## config.mk

```make
export PLATFORM = sky130hd
export DESIGN_NAME = ueh_endpoint_ctrl
export DESIGN_NICKNAME = d
export VERILOG_FILES = /design/src/ueh_pkg.sv /design/src/ueh_endpoint_ctrl.sv
export SDC_FILE = /design/constraint.sdc
export NUM_CORES = 1
export LEC_CHECK = 0
export ABC_CLOCK_PERIOD_IN_PS = 4800
export BUFFER_PORTS_ARGS = -buffer_cell sky130_fd_sc_hd__buf_2
export CAP_MARGIN = 40
export CORE_MARGIN = 8
export CORE_UTILIZATION = 35
export DETAILED_ROUTE_END_ITERATION = 12
export PLACE_DENSITY = 0.52
export SLEW_MARGIN = 25
export SYNTH_ARGS = -nofsm -noshare
export SYNTH_HDL_FRONTEND = slang
export SYNTH_HIERARCHICAL = 1
export SYNTH_SLANG_ARGS = --single-unit
```

## constraint.sdc

```tcl
create_clock -name mclk -period 4.8 [get_ports mclk]
set_input_delay 0 -clock mclk [delete_from_list [all_inputs] [get_ports mclk]]
set_output_delay 0 -clock mclk [all_outputs]
set_load 0.01 [all_outputs]
```

## src/ueh_pkg.sv

```systemverilog
// ueh_pkg: constants, types and carriers for the endpoint handshake controller.
// assumes registers are reached over apb at byte address = 4 * register index.
package ueh_pkg;

    ////////////////////////////////////////////////////////////////////////////
    // register indices (byte address is four times the index)
    localparam logic [7:0] IDX_DEV_ADDR = 8'hcc;
    localparam logic [7:0] IDX_STATUS = 8'hcd;
    localparam logic [7:0] IDX_ACK_FLAGS = 8'hd0;
    localparam logic [7:0] IDX_DIR = 8'hd3;
    localparam logic [7:0] IDX_FIFO_DATA = 8'hf0;
    // ep0 .. ep5 control and byte count, ep0 in the low byte
    localparam logic [5:0][7:0] IDX_EP_CTL = {8'hdf, 8'hdd, 8'hdb, 8'hd9, 8'hd7, 8'hd5};
    localparam logic [5:0][7:0] IDX_EP_CNT = {8'he0, 8'hde, 8'hdc, 8'hda, 8'hd8, 8'hd6};

    localparam int unsigned NUM_EP = 6;
    localparam logic [3:0] EP_LIMIT = 4'h6;
    localparam int unsigned PADDR_W = 10;

    ////////////////////////////////////////////////////////////////////////////
    // field positions, masks, reset values
    localparam int unsigned B_EN = 7;
    localparam int unsigned B_MODE_HI = 6;
    localparam int unsigned B_MODE_LO = 5;
    localparam int unsigned B_OUT_STALL = 4;
    localparam int unsigned B_IN_STALL = 3;
    localparam int unsigned B_DEV_EN = 7;
    localparam int unsigned B_DONE_A = 4;
    localparam int unsigned B_DONE_B = 3;
    localparam logic [7:0] CTL0_MASK = 8'hf8;
    localparam logic [7:0] CTLN_MASK = 8'he0;
    localparam logic [7:0] CNT0_MASK = 8'h7f;
    localparam logic [7:0] CNTN_MASK = 8'hff;
    localparam logic [7:0] STATUS_MASK = 8'h18;
    localparam logic [7:0] REG_RESET = 8'h00;
    localparam logic [1:0] RESP_NAK = 2'h0;
    localparam logic [1:0] RESP_ACK = 2'h1;

    localparam int unsigned FIFO_W = 8;
    localparam int unsigned FIFO_DEPTH = 16;

    ////////////////////////////////////////////////////////////////////////////
    // enumerations and carriers
    typedef enum logic [1:0] {
        TOK_OUT = 2'h0,
        TOK_IN = 2'h1,
        TOK_SETUP = 2'h2
    } ueh_tok_kind_t;

    typedef enum logic [1:0] {
        HS_ACK = 2'h0,
        HS_NAK = 2'h1,
        HS_STALL = 2'h2
    } ueh_hs_code_t;

    typedef enum logic [2:0] {
        ST_IDLE = 3'b001,
        ST_SEND = 3'b010,
        ST_WAIT = 3'b100
    } ueh_state_t;

    typedef struct packed {
        logic valid;
        ueh_tok_kind_t kind;
        logic [6:0] addr;
        logic [3:0] ep;
    } ueh_token_t;

    typedef struct packed {
        logic valid;
        ueh_hs_code_t code;
    } ueh_hs_t;

    typedef struct packed {
        logic valid;
        logic [7:0] data;
    } ueh_tx_t;

endpackage : ueh_pkg

```

## src/ueh_endpoint_ctrl.sv

```systemverilog
// ueh_endpoint_ctrl: endpoint handshake control with apb registers and a tx byte fifo.
// assumes the serial engine decodes tokens into one-cycle pulses synchronous to mclk.
//
// Added by the designer: the APB interface to the registers.
`timescale 1ns/1ns

////////////////////////////////////////////////////////////////////////////////
// byte fifo, depth and width shape the storage
module ueh_fifo #(
    parameter int unsigned W = 8,
    parameter int unsigned DEPTH = 16
) (
    input wire logic mclk, // clock
    input wire logic rstn, // sync reset, active low
    input wire logic ce, // clock enable
    input wire logic in_valid, // push request
    output logic in_ready, // room for a word
    input wire logic [W-1:0] in_data, // pushed word
    output logic out_valid, // word available
    input wire logic out_ready, // pop request
    output logic [W-1:0] out_data // head word
);
    localparam int unsigned AW = $clog2(DEPTH);
    typedef struct packed {
        logic [DEPTH-1:0][W-1:0] mem;
        logic [AW:0] wr;
        logic [AW:0] rd;
    } ueh_fifo_st_t;
    ueh_fifo_st_t q, d;

    // pointers carry an extra wrap bit so full and empty stay distinct
    assign out_valid = q.wr != q.rd;
    assign in_ready = q.wr != {~q.rd[AW], q.rd[AW-1:0]};
    assign out_data = q.mem[q.rd[AW-1:0]];

    // push and pop
    always_comb begin
        d = q;
        if (in_valid && in_ready) begin
            d.mem[q.wr[AW-1:0]] = in_data;
            d.wr = q.wr + 1'b1;
        end
        if (out_valid && out_ready) begin
            d.rd = q.rd + 1'b1;
        end
    end

    always_ff @(posedge mclk) begin
        if (!rstn) begin
            q <= '0;
        end else if (ce) begin
            q <= d;
        end
    end
endmodule : ueh_fifo

////////////////////////////////////////////////////////////////////////////////
module ueh_endpoint_ctrl (
    input wire logic mclk, // 50 mhz clock
    input wire logic rstn, // sync reset, active low
    input wire logic ce, // clock enable, freezes all state
    input wire logic psel, // apb select
    input wire logic penable, // apb access phase
    input wire logic pwrite, // apb direction
    input wire logic [ueh_pkg::PADDR_W-1:0] paddr, // apb byte address
    input wire logic [31:0] pwdata, // apb write data
    output logic [31:0] prdata, // apb read data
    output logic pready, // apb ready
    output logic pslverr, // apb error on unmapped address
    input ueh_pkg::ueh_token_t tok_i, // decoded token pulse
    input wire logic host_ack_i, // host acked the in data packet
    output ueh_pkg::ueh_hs_t hs_o, // handshake request pulse
    output ueh_pkg::ueh_tx_t tx_o, // in data byte stream
    input wire logic tx_ready_i // serial engine takes the byte
);
    typedef struct packed {
        ueh_pkg::ueh_state_t state;
        logic [5:0][7:0] ctl;
        logic [5:0][7:0] cnt;
        logic [7:0] dev;
        logic [7:0] stat;
        logic [5:1] ack;
        logic [5:1] dir;
        logic [2:0] cur_ep;
        logic [7:0] rem;
        ueh_pkg::ueh_hs_t hs;
        ueh_pkg::ueh_tx_t tx;
        logic pready;
        logic [31:0] prdata;
        logic pslverr;
    } ueh_st_t;

    ueh_st_t q, d;
    logic fifo_push, fifo_in_ready, fifo_out_valid, fifo_pop;
    logic [7:0] fifo_data;
    logic addr_ok, resp_ok, dir_ok;
    logic [2:0] epi;
    logic [7:0] want_cnt;

    // maps a two-bit response mode onto a handshake
    function automatic ueh_pkg::ueh_hs_code_t mode_hs(input logic [1:0] m);
        if (m == ueh_pkg::RESP_NAK) begin
            return ueh_pkg::HS_NAK;
        end else if (m == ueh_pkg::RESP_ACK) begin
            return ueh_pkg::HS_ACK;
        end
        return ueh_pkg::HS_STALL;
    endfunction : mode_hs

    // writable bits of control or count register of an endpoint
    function automatic logic [7:0] ep_mask(input int unsigned i, input logic is_ctl);
        if (is_ctl) begin
            return (i == 0) ? ueh_pkg::CTL0_MASK : ueh_pkg::CTLN_MASK;
        end
        return (i == 0) ? ueh_pkg::CNT0_MASK : ueh_pkg::CNTN_MASK;
    endfunction : ep_mask

    ueh_fifo #(.W(ueh_pkg::FIFO_W), .DEPTH(ueh_pkg::FIFO_DEPTH)) u_fifo (
        .mclk(mclk),
        .rstn(rstn),
        .ce(ce),
        .in_valid(fifo_push),
        .in_ready(fifo_in_ready),
        .in_data(pwdata[7:0]),
        .out_valid(fifo_out_valid),
        .out_ready(fifo_pop),
        .out_data(fifo_data)
    );

    ////////////////////////////////////////////////////////////////////////////
    // token qualification shared by the sequencer and the checks
    assign epi = tok_i.ep[2:0];
    assign addr_ok = q.dev[ueh_pkg::B_DEV_EN] && (tok_i.addr == q.dev[6:0]);
    assign resp_ok = addr_ok && (tok_i.ep < ueh_pkg::EP_LIMIT) && q.ctl[epi][ueh_pkg::B_EN];
    // ep1-5 answer only their selected direction
    assign dir_ok = (epi == 3'h0) ||
                    ((tok_i.kind == ueh_pkg::TOK_IN) && !q.dir[epi]) ||
                    ((tok_i.kind == ueh_pkg::TOK_OUT) && q.dir[epi]);
    assign want_cnt = q.cnt[epi] & ep_mask(32'(epi), 1'b0);

    ////////////////////////////////////////////////////////////////////////////
    // next state: bus access first, hardware events after so their sets win
    always_comb begin
        logic acc, wr_fire, hit, to_fifo;
        logic [7:0] idx, rd;
        ueh_pkg::ueh_hs_code_t code;
        acc = psel && penable;
        wr_fire = acc && q.pready && pwrite;
        idx = paddr[ueh_pkg::PADDR_W-1:2];
        hit = 1'b1;
        rd = ueh_pkg::REG_RESET;
        code = ueh_pkg::HS_NAK;
        d = q;
        d.hs.valid = 1'b0;
        fifo_push = 1'b0;
        fifo_pop = 1'b0;
        to_fifo = idx == ueh_pkg::IDX_FIFO_DATA;

        // register decode, read value and software writes
        unique case (idx)
            ueh_pkg::IDX_DEV_ADDR: rd = q.dev;
            ueh_pkg::IDX_STATUS: rd = q.stat;
            ueh_pkg::IDX_ACK_FLAGS: rd = {3'h0, q.ack};
            ueh_pkg::IDX_DIR: rd = {3'h0, q.dir};
            ueh_pkg::IDX_FIFO_DATA: rd = ueh_pkg::REG_RESET;
            default: hit = 1'b0;
        endcase
        for (int i = 0; i < ueh_pkg::NUM_EP; i++) begin
            if (idx == ueh_pkg::IDX_EP_CTL[i]) begin
                rd = q.ctl[i];
                hit = 1'b1;
                if (wr_fire) begin
                    d.ctl[i] = pwdata[7:0] & ep_mask(i, 1'b1);
                end
            end
            if (idx == ueh_pkg::IDX_EP_CNT[i]) begin
                rd = q.cnt[i];
                hit = 1'b1;
                if (wr_fire) begin
                    // firmware loads the in byte count
                    d.cnt[i] = pwdata[7:0] & ep_mask(i, 1'b0);
                end
            end
        end
        if (wr_fire) begin
            unique case (idx)
                ueh_pkg::IDX_DEV_ADDR: d.dev = pwdata[7:0];
                ueh_pkg::IDX_STATUS: d.stat = q.stat & pwdata[7:0] & ueh_pkg::STATUS_MASK;
                ueh_pkg::IDX_ACK_FLAGS: d.ack = q.ack & pwdata[4:0];
                ueh_pkg::IDX_DIR: d.dir = pwdata[4:0];
                ueh_pkg::IDX_FIFO_DATA: fifo_push = 1'b1;
                default: d.dev = q.dev;
            endcase
        end

        // one wait state; a full fifo holds pready low to push back on firmware
        if (acc && !q.pready) begin
            if (!(pwrite && to_fifo && !fifo_in_ready)) begin
                d.pready = 1'b1;
                d.prdata = {24'h0, rd};
                d.pslverr = !hit;
            end
        end else begin
            d.pready = 1'b0;
            d.pslverr = 1'b0;
        end

        // transaction sequencer
        unique case (q.state)
            ueh_pkg::ST_IDLE: begin
                if (tok_i.valid && resp_ok && dir_ok) begin
                    if (epi == 3'h0) begin
                        if (tok_i.kind == ueh_pkg::TOK_SETUP) begin
                            d.ctl[0][ueh_pkg::B_OUT_STALL] = 1'b0;
                            d.ctl[0][ueh_pkg::B_IN_STALL] = 1'b0;
                            code = ueh_pkg::HS_ACK;
                        end else if (tok_i.kind == ueh_pkg::TOK_OUT &&
                                     q.ctl[0][ueh_pkg::B_OUT_STALL]) begin
                            code = ueh_pkg::HS_STALL;
                        end else if (tok_i.kind == ueh_pkg::TOK_IN &&
                                     q.ctl[0][ueh_pkg::B_IN_STALL]) begin
                            code = ueh_pkg::HS_STALL;
                        end else begin
                            code = mode_hs(q.ctl[0][ueh_pkg::B_MODE_HI:ueh_pkg::B_MODE_LO]);
                        end
                    end else begin
                        // same table on ep1-5, 00 naks
                        code = mode_hs(q.ctl[epi][ueh_pkg::B_MODE_HI:ueh_pkg::B_MODE_LO]);
                    end
                    d.cur_ep = epi;
                    if (epi != 3'h0 && tok_i.kind == ueh_pkg::TOK_SETUP) begin
                        // setup only belongs to the control pipe
                        d.cur_ep = q.cur_ep;
                    end else if (code == ueh_pkg::HS_ACK && tok_i.kind == ueh_pkg::TOK_IN) begin
                        // in data goes out first, the host acks afterwards
                        d.state = ueh_pkg::ST_SEND;
                        d.rem = want_cnt;
                    end else begin
                        d.hs.valid = 1'b1;
                        d.hs.code = code;
                        if (code == ueh_pkg::HS_ACK && tok_i.kind == ueh_pkg::TOK_OUT) begin
                            // out ack completes, fall back to nak
                            d.ctl[epi][ueh_pkg::B_MODE_LO] = 1'b0;
                            if (epi != 3'h0) begin
                                d.ack[epi] = 1'b1;
                            end
                        end
                        if (code == ueh_pkg::HS_STALL && epi == 3'h0) begin
                            if (tok_i.kind == ueh_pkg::TOK_OUT) begin
                                d.stat[ueh_pkg::B_DONE_A] = 1'b1;
                            end else begin
                                d.stat[ueh_pkg::B_DONE_B] = 1'b1;
                            end
                        end
                    end
                end
            end
            ueh_pkg::ST_SEND: begin
                if (q.tx.valid && tx_ready_i) begin
                    d.tx.valid = 1'b0;
                end
                if (!q.tx.valid || tx_ready_i) begin
                    if (q.rem != 8'h00) begin
                        if (fifo_out_valid) begin
                            fifo_pop = 1'b1;
                            d.tx.valid = 1'b1;
                            d.tx.data = fifo_data;
                            d.rem = q.rem - 8'h01;
                        end
                    end else begin
                        d.state = ueh_pkg::ST_WAIT;
                    end
                end
            end
            ueh_pkg::ST_WAIT: begin
                if (host_ack_i) begin
                    // in ack completes, fall back to nak
                    d.ctl[q.cur_ep][ueh_pkg::B_MODE_LO] = 1'b0;
                    if (q.cur_ep != 3'h0) begin
                        d.ack[q.cur_ep] = 1'b1;
                    end
                    d.state = ueh_pkg::ST_IDLE;
                end else if (tok_i.valid) begin
                    // host gave up; mode stays so a retry is answered again
                    d.state = ueh_pkg::ST_IDLE;
                end
            end
        endcase
    end

    always_ff @(posedge mclk) begin
        if (!rstn) begin
            q <= '0;
            q.state <= ueh_pkg::ST_IDLE;
        end else if (ce) begin
            q <= d;
        end
    end

    assign prdata = q.prdata;
    assign pready = q.pready;
    assign pslverr = q.pslverr;
    assign hs_o = q.hs;
    assign tx_o = q.tx;
endmodule : ueh_endpoint_ctrl

```

# Yosys cells after proc, flatten, opt, wreduce, memory -nomap -nowiden
# Index checks and enable logic that the tools add are counted.
# totals
elab_cells	337
output_inout_bits	46
regBits	289
input_bits	64
# op_classes
n_eq_ne	37
n_lt_le_gt_ge	8
n_bitwise	19
muxes	165
reduce_logical	61
add_sub_neg	3
# op_table
cell	n
8-bit two-way mux	46
48-bit two-way mux	3
8-bit equality test (second input constant)	17
128-bit bitwise mux	1
51-bit two-way mux	2
48-bit AND	2
48-bit inverter	2
48-bit one-hot mux with 2 select lines	1
5-bit two-way mux	15
8-bit AND	7
8-bit binary-select mux with 3-bit select	2
8-bit demux with 3-bit select	2
1-bit two-way mux	47
2-bit two-way mux	21
34-bit two-way mux	1
8-bit binary-select mux with 4-bit select	1
8-bit demux with 4-bit select	1
8-bit one-hot mux with 4 select lines	1
9-bit two-way mux	3
3-bit AND reduction	9
1-bit logical AND	25
11-bit two-way mux	2
3-bit two-way mux	7
8-bit one-hot mux with 2 select lines	1
other kinds (39)	74

# Logic depth before layout (Yosys ltp)
# Gate-level depths: netlist of the first run.
# logic_depth
depth_word	23
depth_mapped	11
depth_no_buf	8

# Hierarchy
# Netlist of the first run, hierarchy kept.
# modules_own_cells
module	instances	seq_area_each_um2	cells_each	area_each_um2
ueh_endpoint_ctrl	1	2462.4	879	7059.3
ueh_fifo	1	2762.6	605	6392.4

# Worst setup path before layout of the first run
# No wires, ideal clock.
# synth_path
kind	input to register
startpoint	input port paddr[2] in the netlist's numbering
endpoint	register u_fifo/q[34] in the netlist's numbering
n_path_buf	2
cell_stages	10
setup_time_ns	0.072
required_ns	4.728
arrival_time_ns	2.232
path_slack_ns	2.495
cell_sequence	buf_2 > or2_1 > buf_2 > or4_4 > inv_1 > and3_1 > and4bb_2 > nand2_1 > a21oi_2 > mux2i_1
# synth_via
elab_chain_cells	5
# synth_lines
element	line_no	source
start: declaration	ueh_endpoint_ctrl.sv:65	input wire logic [ueh_pkg::PADDR_W-1:0] paddr,
8-bit equality test	ueh_endpoint_ctrl.sv:186	unique case (idx)
1-bit two-way mux	ueh_endpoint_ctrl.sv:186	
1-bit two-way mux	ueh_endpoint_ctrl.sv:185	if (wr_fire) begin
net fifo_push	ueh_endpoint_ctrl.sv:94	logic fifo_push, fifo_in_ready, fifo_out_valid, fifo_pop;
1-bit logical AND	ueh_endpoint_ctrl.sv:39	if (in_valid && in_ready) begin
2-bit AND reduction (no line)	-	
end signal: assignment	ueh_endpoint_ctrl.sv:50	q <= '0;
end signal: assignment	ueh_endpoint_ctrl.sv:52	q <= d;
end: declaration	ueh_endpoint_ctrl.sv:29	ueh_fifo_st_t q, d;
# The timed path passes the listed nets, and every way through them passes these cells.
# A chain may end at the register's enable or synchronous reset.

==> results.toml, run 1 <==
[run_status]
status = "completed"

[timing]
clock.fmax_ghz = 0.364
hold_viol_final = 0
worst_slack_ps = 2050
final.period_utilization_pct = 57.2
finClkSkew_ps = 8.20
finalSetupViolations = 0
finalWorstPathRequiredPeriod_ps = 2750
fin_hold_ws_ps = 54.0
rsz0062_at_grt = "no"
drv_slew = 0
fin_tns_setup_ps = 0
slew_headroom_pct = 41.2
worstMarginPinSlew_ps = 883

[setup_path]
critPathLaunchType = "register"
critPathCaptureType = "register"
critPathRequiredTime_ps = 5280
crit_buf_inv = 1
path_cells = "inv_1, a2111oi_1, o2111a_1, nand3_4, o21ai_4, o21ai_1, a221oi_2"
cp.arrival_ps = 3220
critPathMaxStageDelay_ps = 780
reg2reg_from = "q[170]"
ff2ff_setup_slack_ps = 2050
path_delay_family = "compound AO/OA/AOI/OAI gates"
cp_max_fo = 16
rr_worst_depth = 7
setup.worst_path.class = "register to register"
r2r_end = "q[48]"
slowest_stage = "a2111oi_1"

[power]
seq_power_share_pct = 45.5
pwr-share-clk_pct = 49.5
p_sw_mw = 1.11
powerDensity_mw_per_mm2 = 314
power_mw = 4.77
vdd_ir_drop_max_uv = 207
p_leak_nw = 5.20
combPwrFrac_pct = 5.0
switching_share_pct = 23.3
p_int_mw = 3.66

[detailed_routing]
num_vias = 11000
dr.first_iter.drc_count = 880
post_drt_wl_per_cell_um = 20.1
drc = 0
postRouteWirelength_um = 41100
first_pass_iters = 5
postRouteAntennaNets = 0
viasPerCell = 5.40

[clocking]
htreeDepth = 1
clock_latency_ps = 570
clockRootBuffer = "clkbuf_16"
clock_path_buffers = 3
cts_sinks = 261
path_clk_slew_ps = 60
cts_buffers = 31
cts_tree = "yes"
cts_setup_buffers = 0

[finish]
instances_no_fill = 2040
num_antenna_cells = 0
seqCellArea_mm2 = 0.00523
drive_gt1_share_pct = 14.0
fill_cells = 3829
multi_input_area_mm2 = 0.00750
area_growth_pct = 13.0
fin_util_pct = 39.7
nNetsFinal = 1572
final_area_mm2 = 0.0152

[synth]
synth-xor-area-share_pct = 1.17
synth_top_family_by_area = "multiplexers"
syn_inst = 1484
synth-compound-area-share_pct = 13.1
synthTopCellsByCount = "nand2_1 (278), dfxtp_1 (261), mux2i_1 (209)"
synth_top_cell_area_share_pct = 38.8
yosysSeqAreaShare_pct = 38.8
synth_most_common_cell = "nand2_1"
post_synth_num_cell_types = 87
syn_avg_cell_area_um2 = 9.06
syn-cell-area_mm2 = 0.0135
synth_edf_count = 0
async_flop_share_pct = 0
synth_top_cell_by_area = "dfxtp_1"
ys_warn_count = 6
synth_seq_cells = 261
synth_area_leaders = "dfxtp_1 (39%), mux2i_1 (16%), nand2_1 (7.8%)"
synthAdderAreaFrac_pct = 0.651
muxShareOfSynthArea_pct = 21.8
ys.flop_type = "dfxtp_1"
synth-simple-area-share_pct = 18.3

[floorplanning]
die_h_um = 212
coreArea_mm2 = 0.0383
rows = 72
die_area_mm2 = 0.0450
start_util_pct = 35.1
fp.dieW_um = 212
ios = 110

[global_route]
overflow = 0
antenna_found_initial = 0
grt_max_degree = 82
grt_pass1_vias = 10600
grt_pass1_wl_um = 63800
grtUsageTotal_pct = 17.9

[placement]
dpl.hpwl_um = 27900
portBuffers = 59
globalplace.congestion = 0.877
post_dp_cell_area_mm2 = 0.0139
preCtsSetupSlack_ps = 1670
placed_cells = 1964

[flow_run]
max_cap_viol_count = 0

[hold_path]
min_path_cells = 5
holdPathEnd = "pslverr"
hp-start = "psel"
hold_class = "input port to register"
[cells in the final DEF, fill, tap and decap left out, types with 6 or more instances in the layout]
cell | netlist | layout
a211oi_1 | 11 | 11
mux4_2 | 30 | 30
mux2i_1 | 209 | 209
conb_1 | 1 | 24
nor3_1 | 22 | 21
nor4_1 | 6 | 6
inv_1 | 15 | 15
mux2_2 | 8 | 8
a221oi_1 | 9 | 9
buf_2 | 20 | 60
nand3b_1 | 9 | 9
nand2_1 | 278 | 278
clkbuf_8 | 0 | 9
o22ai_1 | 7 | 7
a21oi_1 | 81 | 81
o31ai_1 | 6 | 6
nor2b_1 | 19 | 19
ha_1 | 7 | 7
buf_4 | 48 | 18
clkbuf_16 | 0 | 31
dfxtp_1 | 261 | 259
nor2_1 | 98 | 98
xor2_1 | 15 | 14
a21oi_2 | 13 | 13
a22oi_1 | 18 | 18
nand3_1 | 20 | 20
a31oi_1 | 13 | 13
dlygate4sd3_1 | 0 | 19
and3_1 | 10 | 10
nand2b_1 | 22 | 22
o21ai_0 | 35 | 35
clkbuf_1 | 66 | 7
[flip-flops by register name, summed over array words and instances (netlist names)]
signal / flops
pready: 1
hs_o: 3
tx_o: 9
pslverr: 1
u_fifo/q: 138
prdata: 8
q: 101
[kinds of logic after synthesis]
| group | count (synthesis) |
|---|---|
| and+or+nand+nor | 532 |
| DFF | 261 |
| muxes | 250 |
| xor gates and xnor gates | 18 |
| adders and majority gates | 7 |
| other | 1 |
| buffers and inverters | 157 |
| AOI/OAI and AO/OA | 258 |
[tightest hold or removal path, cell delays in order]
cell,delay [ps]
buf_2,100
nand2_1,180
o31ai_1,110
a32oi_1,140
nor2_1,50
[layout make-up]
| cell class | instances | share of cell area [%] |
|---|---|---|
| Multi-Input combinational cell | 1089 | 49.3 |
| Inverter | 16 | 0.403 |
| Clock buffer | 47 | 6.09 |
| Tap cell | 518 | 4.26 |
| Sequential cell | 261 | 34.4 |
| Clock inverter | 7 | 0.675 |
| Timing Repair Buffer | 102 | 4.83 |
[worst max path at each step]
stage | from | to | slack, ps | cells after the start
2_1_floorplan | paddr[2] | u_fifo/q[34] | 2500 | 10
3_3_place_gp | u_fifo/q[3] | q[48] | 1550 | 7
3_5_place_dp | paddr[3] | u_fifo/q[84] | 1670 | 9
4_1_cts | u_fifo/q[2] | tx_o[2] | 2040 | 7
5_1_grt | q[160] | q[48] | 1880 | 7
6_report | q[170] | q[48] | 2050 | 7
[what timing repair did]
item                                    in CTS  in global routing
hold buffers                                19                  0
resized for setup                            0                  0
hold endpoints to repair                   119                  0
endpoints found under the setup margin       0                  0
[power by group through the flow]
stage / sequential, mW / combinational, mW / clock, mW
finish: 2.17 / 0.241 / 2.36
global route: 2.17 / 0.259 / 2.50
CTS: 2.17 / 0.234 / 2.42
detailed placement: 2.22 / 0.221 / 0
global placement: 2.22 / 0.216 / 0
floorplan: 2.22 / 0.156 / 0
[metal layers]
layer / part of all wire (%) / track usage [%] / wire [um]
met1: 45 / 24.2 / 18500
met3: 5.9 / 2.45 / 2410
met4: 2.5 / 5.22 / 1040
met2: 47 / 29.5 / 19200
met5: 0 / 0 / 0
Note: power is estimated with default switching activity, not from simulation.
==> inputs of run 2 (changes only) <==
ABC_CLOCK_PERIOD_IN_PS = 2200   (was 4800)
PLACE_DENSITY = 0.54   (was 0.52)
clock period = 2.2 ns   (was 4.8 ns; I/O delays follow)
==> results.toml, run 2 (synthesis gave the netlist of run 1 again) <==
[clocking]
cts_sinks = 261
clock_path_buffers = 3
path_clk_slew_ps = 60
clock_latency_ps = 540
htreeDepth = 2
cts_buffers = 34
clockRootBuffer = "clkbuf_16"
cts_tree = "yes"

[finish]
fin_util_pct = 43.6
drive_gt1_share_pct = 22.8
fill_cells = 3686
final_common_cell = "nand2_1"
final_cell_mix = "nand2_1 (277), dfxtp_1 (254), mux2i_1 (208)"
nNetsFinal = 1695
largest_register_ffs = 138
num_antenna_cells = 0
final_area_mm2 = 0.0167
area_growth_pct = 24.2
regMostFlops = "u_fifo/q"

[detailed_routing]
num_vias = 11500
drc = 0
viasPerCell = 5.32
postRouteWirelength_um = 43000
drt-met1-wl_um = 19300
wl_met2_um = 19600
dr.first_iter.drc_count = 762
postRouteAntennaNets = 0
dr_wl_met3_um = 2650
post_drt_wl_per_cell_um = 19.9
top_layer_used = "met5"
first_pass_iters = 8

[timing]
finalWorstPathRequiredPeriod_ps = 2130
worst_slack_ps = 66.5
worstMarginPinSlew_ps = 817
final.period_utilization_pct = 97.0
hold_viol_final = 0
clock.fmax_ghz = 0.469
slew_headroom_pct = 45.4
finalSetupViolations = 0
finClkSkew_ps = 12.8
drv_slew = 0
rsz0062_at_grt = "yes"

[placement]
dpl.hpwl_um = 30000
post_dp_cell_area_mm2 = 0.0152
preCtsSetupSlack_ps = -214
portBuffers = 59
globalplace.congestion = 0.961

[floorplanning]
die_h_um = 212
die_area_mm2 = 0.0450
fp.dieW_um = 212
start_util_pct = 35.1
ios = 110
coreArea_mm2 = 0.0383
rows = 72

[flow_run]
max_cap_viol_count = 0

[hold_path]
min_path_cells = 4
hp-start = "host_ack_i"
hold_class = "input port to register"
holdPathEnd = "q[63]"

[setup_path]
crit_path_frequent_cell = "buf_4"
cp_max_fo = 3
r2r_end = "q[136]"
ff2ff_setup_slack_ps = 70
path_cells = "nor3_1, o31a_1, o311ai_2, buf_4, nand4b_1, o31ai_2, buf_4, o22ai_1, o2bb2ai_1"
rr_worst_depth = 9
critPathMaxStageDelay_ps = 370
reg2reg_from = "q[144]"
cp.arrival_ps = 2560
slowest_stage = "dfxtp_1"
critPathCaptureType = "register"
critPathRequiredTime_ps = 2630
critPathLaunchType = "register"
setup.worst_path.class = "register to register"

[global_route]
grtUsageTotal_pct = 18.7
grt_pass1_wl_um = 66000
overflow = 0
antenna_found_initial = 2
grt_pass1_vias = 11400
grt_max_degree = 109

[run_status]
status = "completed"

[power]
p_int_mw = 8.37
vdd_ir_drop_max_uv = 460
switching_share_pct = 23.8
seq_power_share_pct = 43.1
power_mw = 11.0
p_sw_mw = 2.62
combPwrFrac_pct = 5.3
powerDensity_mw_per_mm2 = 658
p_leak_nw = 5.95
pwr-share-clk_pct = 51.5
[run 2: critical path, delay by kind of cell, from the launching register on]
kind,cells,cell delay [ps]
AOI/OAI and AO/OA,5,1060
DFF,1,370
buffers and inverters,2,350
and+or+nand+nor,2,240
[run 2: stage by stage]
stage	instances	hold slack, ps	TNS [ps]
2_1_floorplan	1507	147	-3050
3_3_place_gp	2083	386	-2200
3_5_place_dp	2083	390	-2350
4_1_cts	2156	2.94	0
5_1_grt	2164	28.6	-76.8
6_report	2164	16.6	0
[run 2: routing by layer]
metal / up-vias / track usage, %
met5: - / 0
met4: 4 / 7.31
met3: 91 / 3.69
met2: 329 / 29.9
met1: 5605 / 24.7
li1: 5488 / -
[run 2: area by class of cell]
cell class | count | area (um2) | area share (%)
Tap cell | 518 | 648 | 3.88
Inverter | 16 | 61.3 | 0.367
Sequential cell | 261 | 5240 | 31.4
Multi-Input combinational cell | 1089 | 7740 | 46.4
Timing Repair Buffer | 222 | 1870 | 11.2
Clock buffer | 45 | 963 | 5.77
Clock inverter | 13 | 180 | 1.08
[run 2: timing repair]
action / in CTS / in global routing
pin swaps: 1 / 13
endpoints found under the setup margin: 30 / 46
hold buffers: 14 / 0
gates resized for setup: 8 / 32
hold endpoints to repair: 73 / 0
buffers inserted: 1 / 7
[run 2: power groups by stage]
stage               Combinational (mW)  Sequential (mW)  Clock, mW
detailed placement               0.537             4.84          0
CTS                              0.562             4.74       5.79
global route                     0.627             4.73       6.01
finish                           0.587             4.74       5.66
floorplan                        0.342             4.84          0
global placement                 0.534             4.84          0
[run 2: worst max-delay path by stage]
| stage | cells past startpoint | from | end | slack (ps) |
|---|---|---|---|---|
| after global placement | 9 | q[80] | q[136] | -190 |
| after CTS | 9 | q[77] | q[136] | 9 |
| after floorplan | 10 | paddr[2] | u_fifo/q[26] | -70 |
| final | 9 | q[144] | q[136] | 70 |
| after detailed placement | 10 | tok_i[2] | q[51] | -210 |
| after global routing | 9 | q[160] | q[136] | -20 |
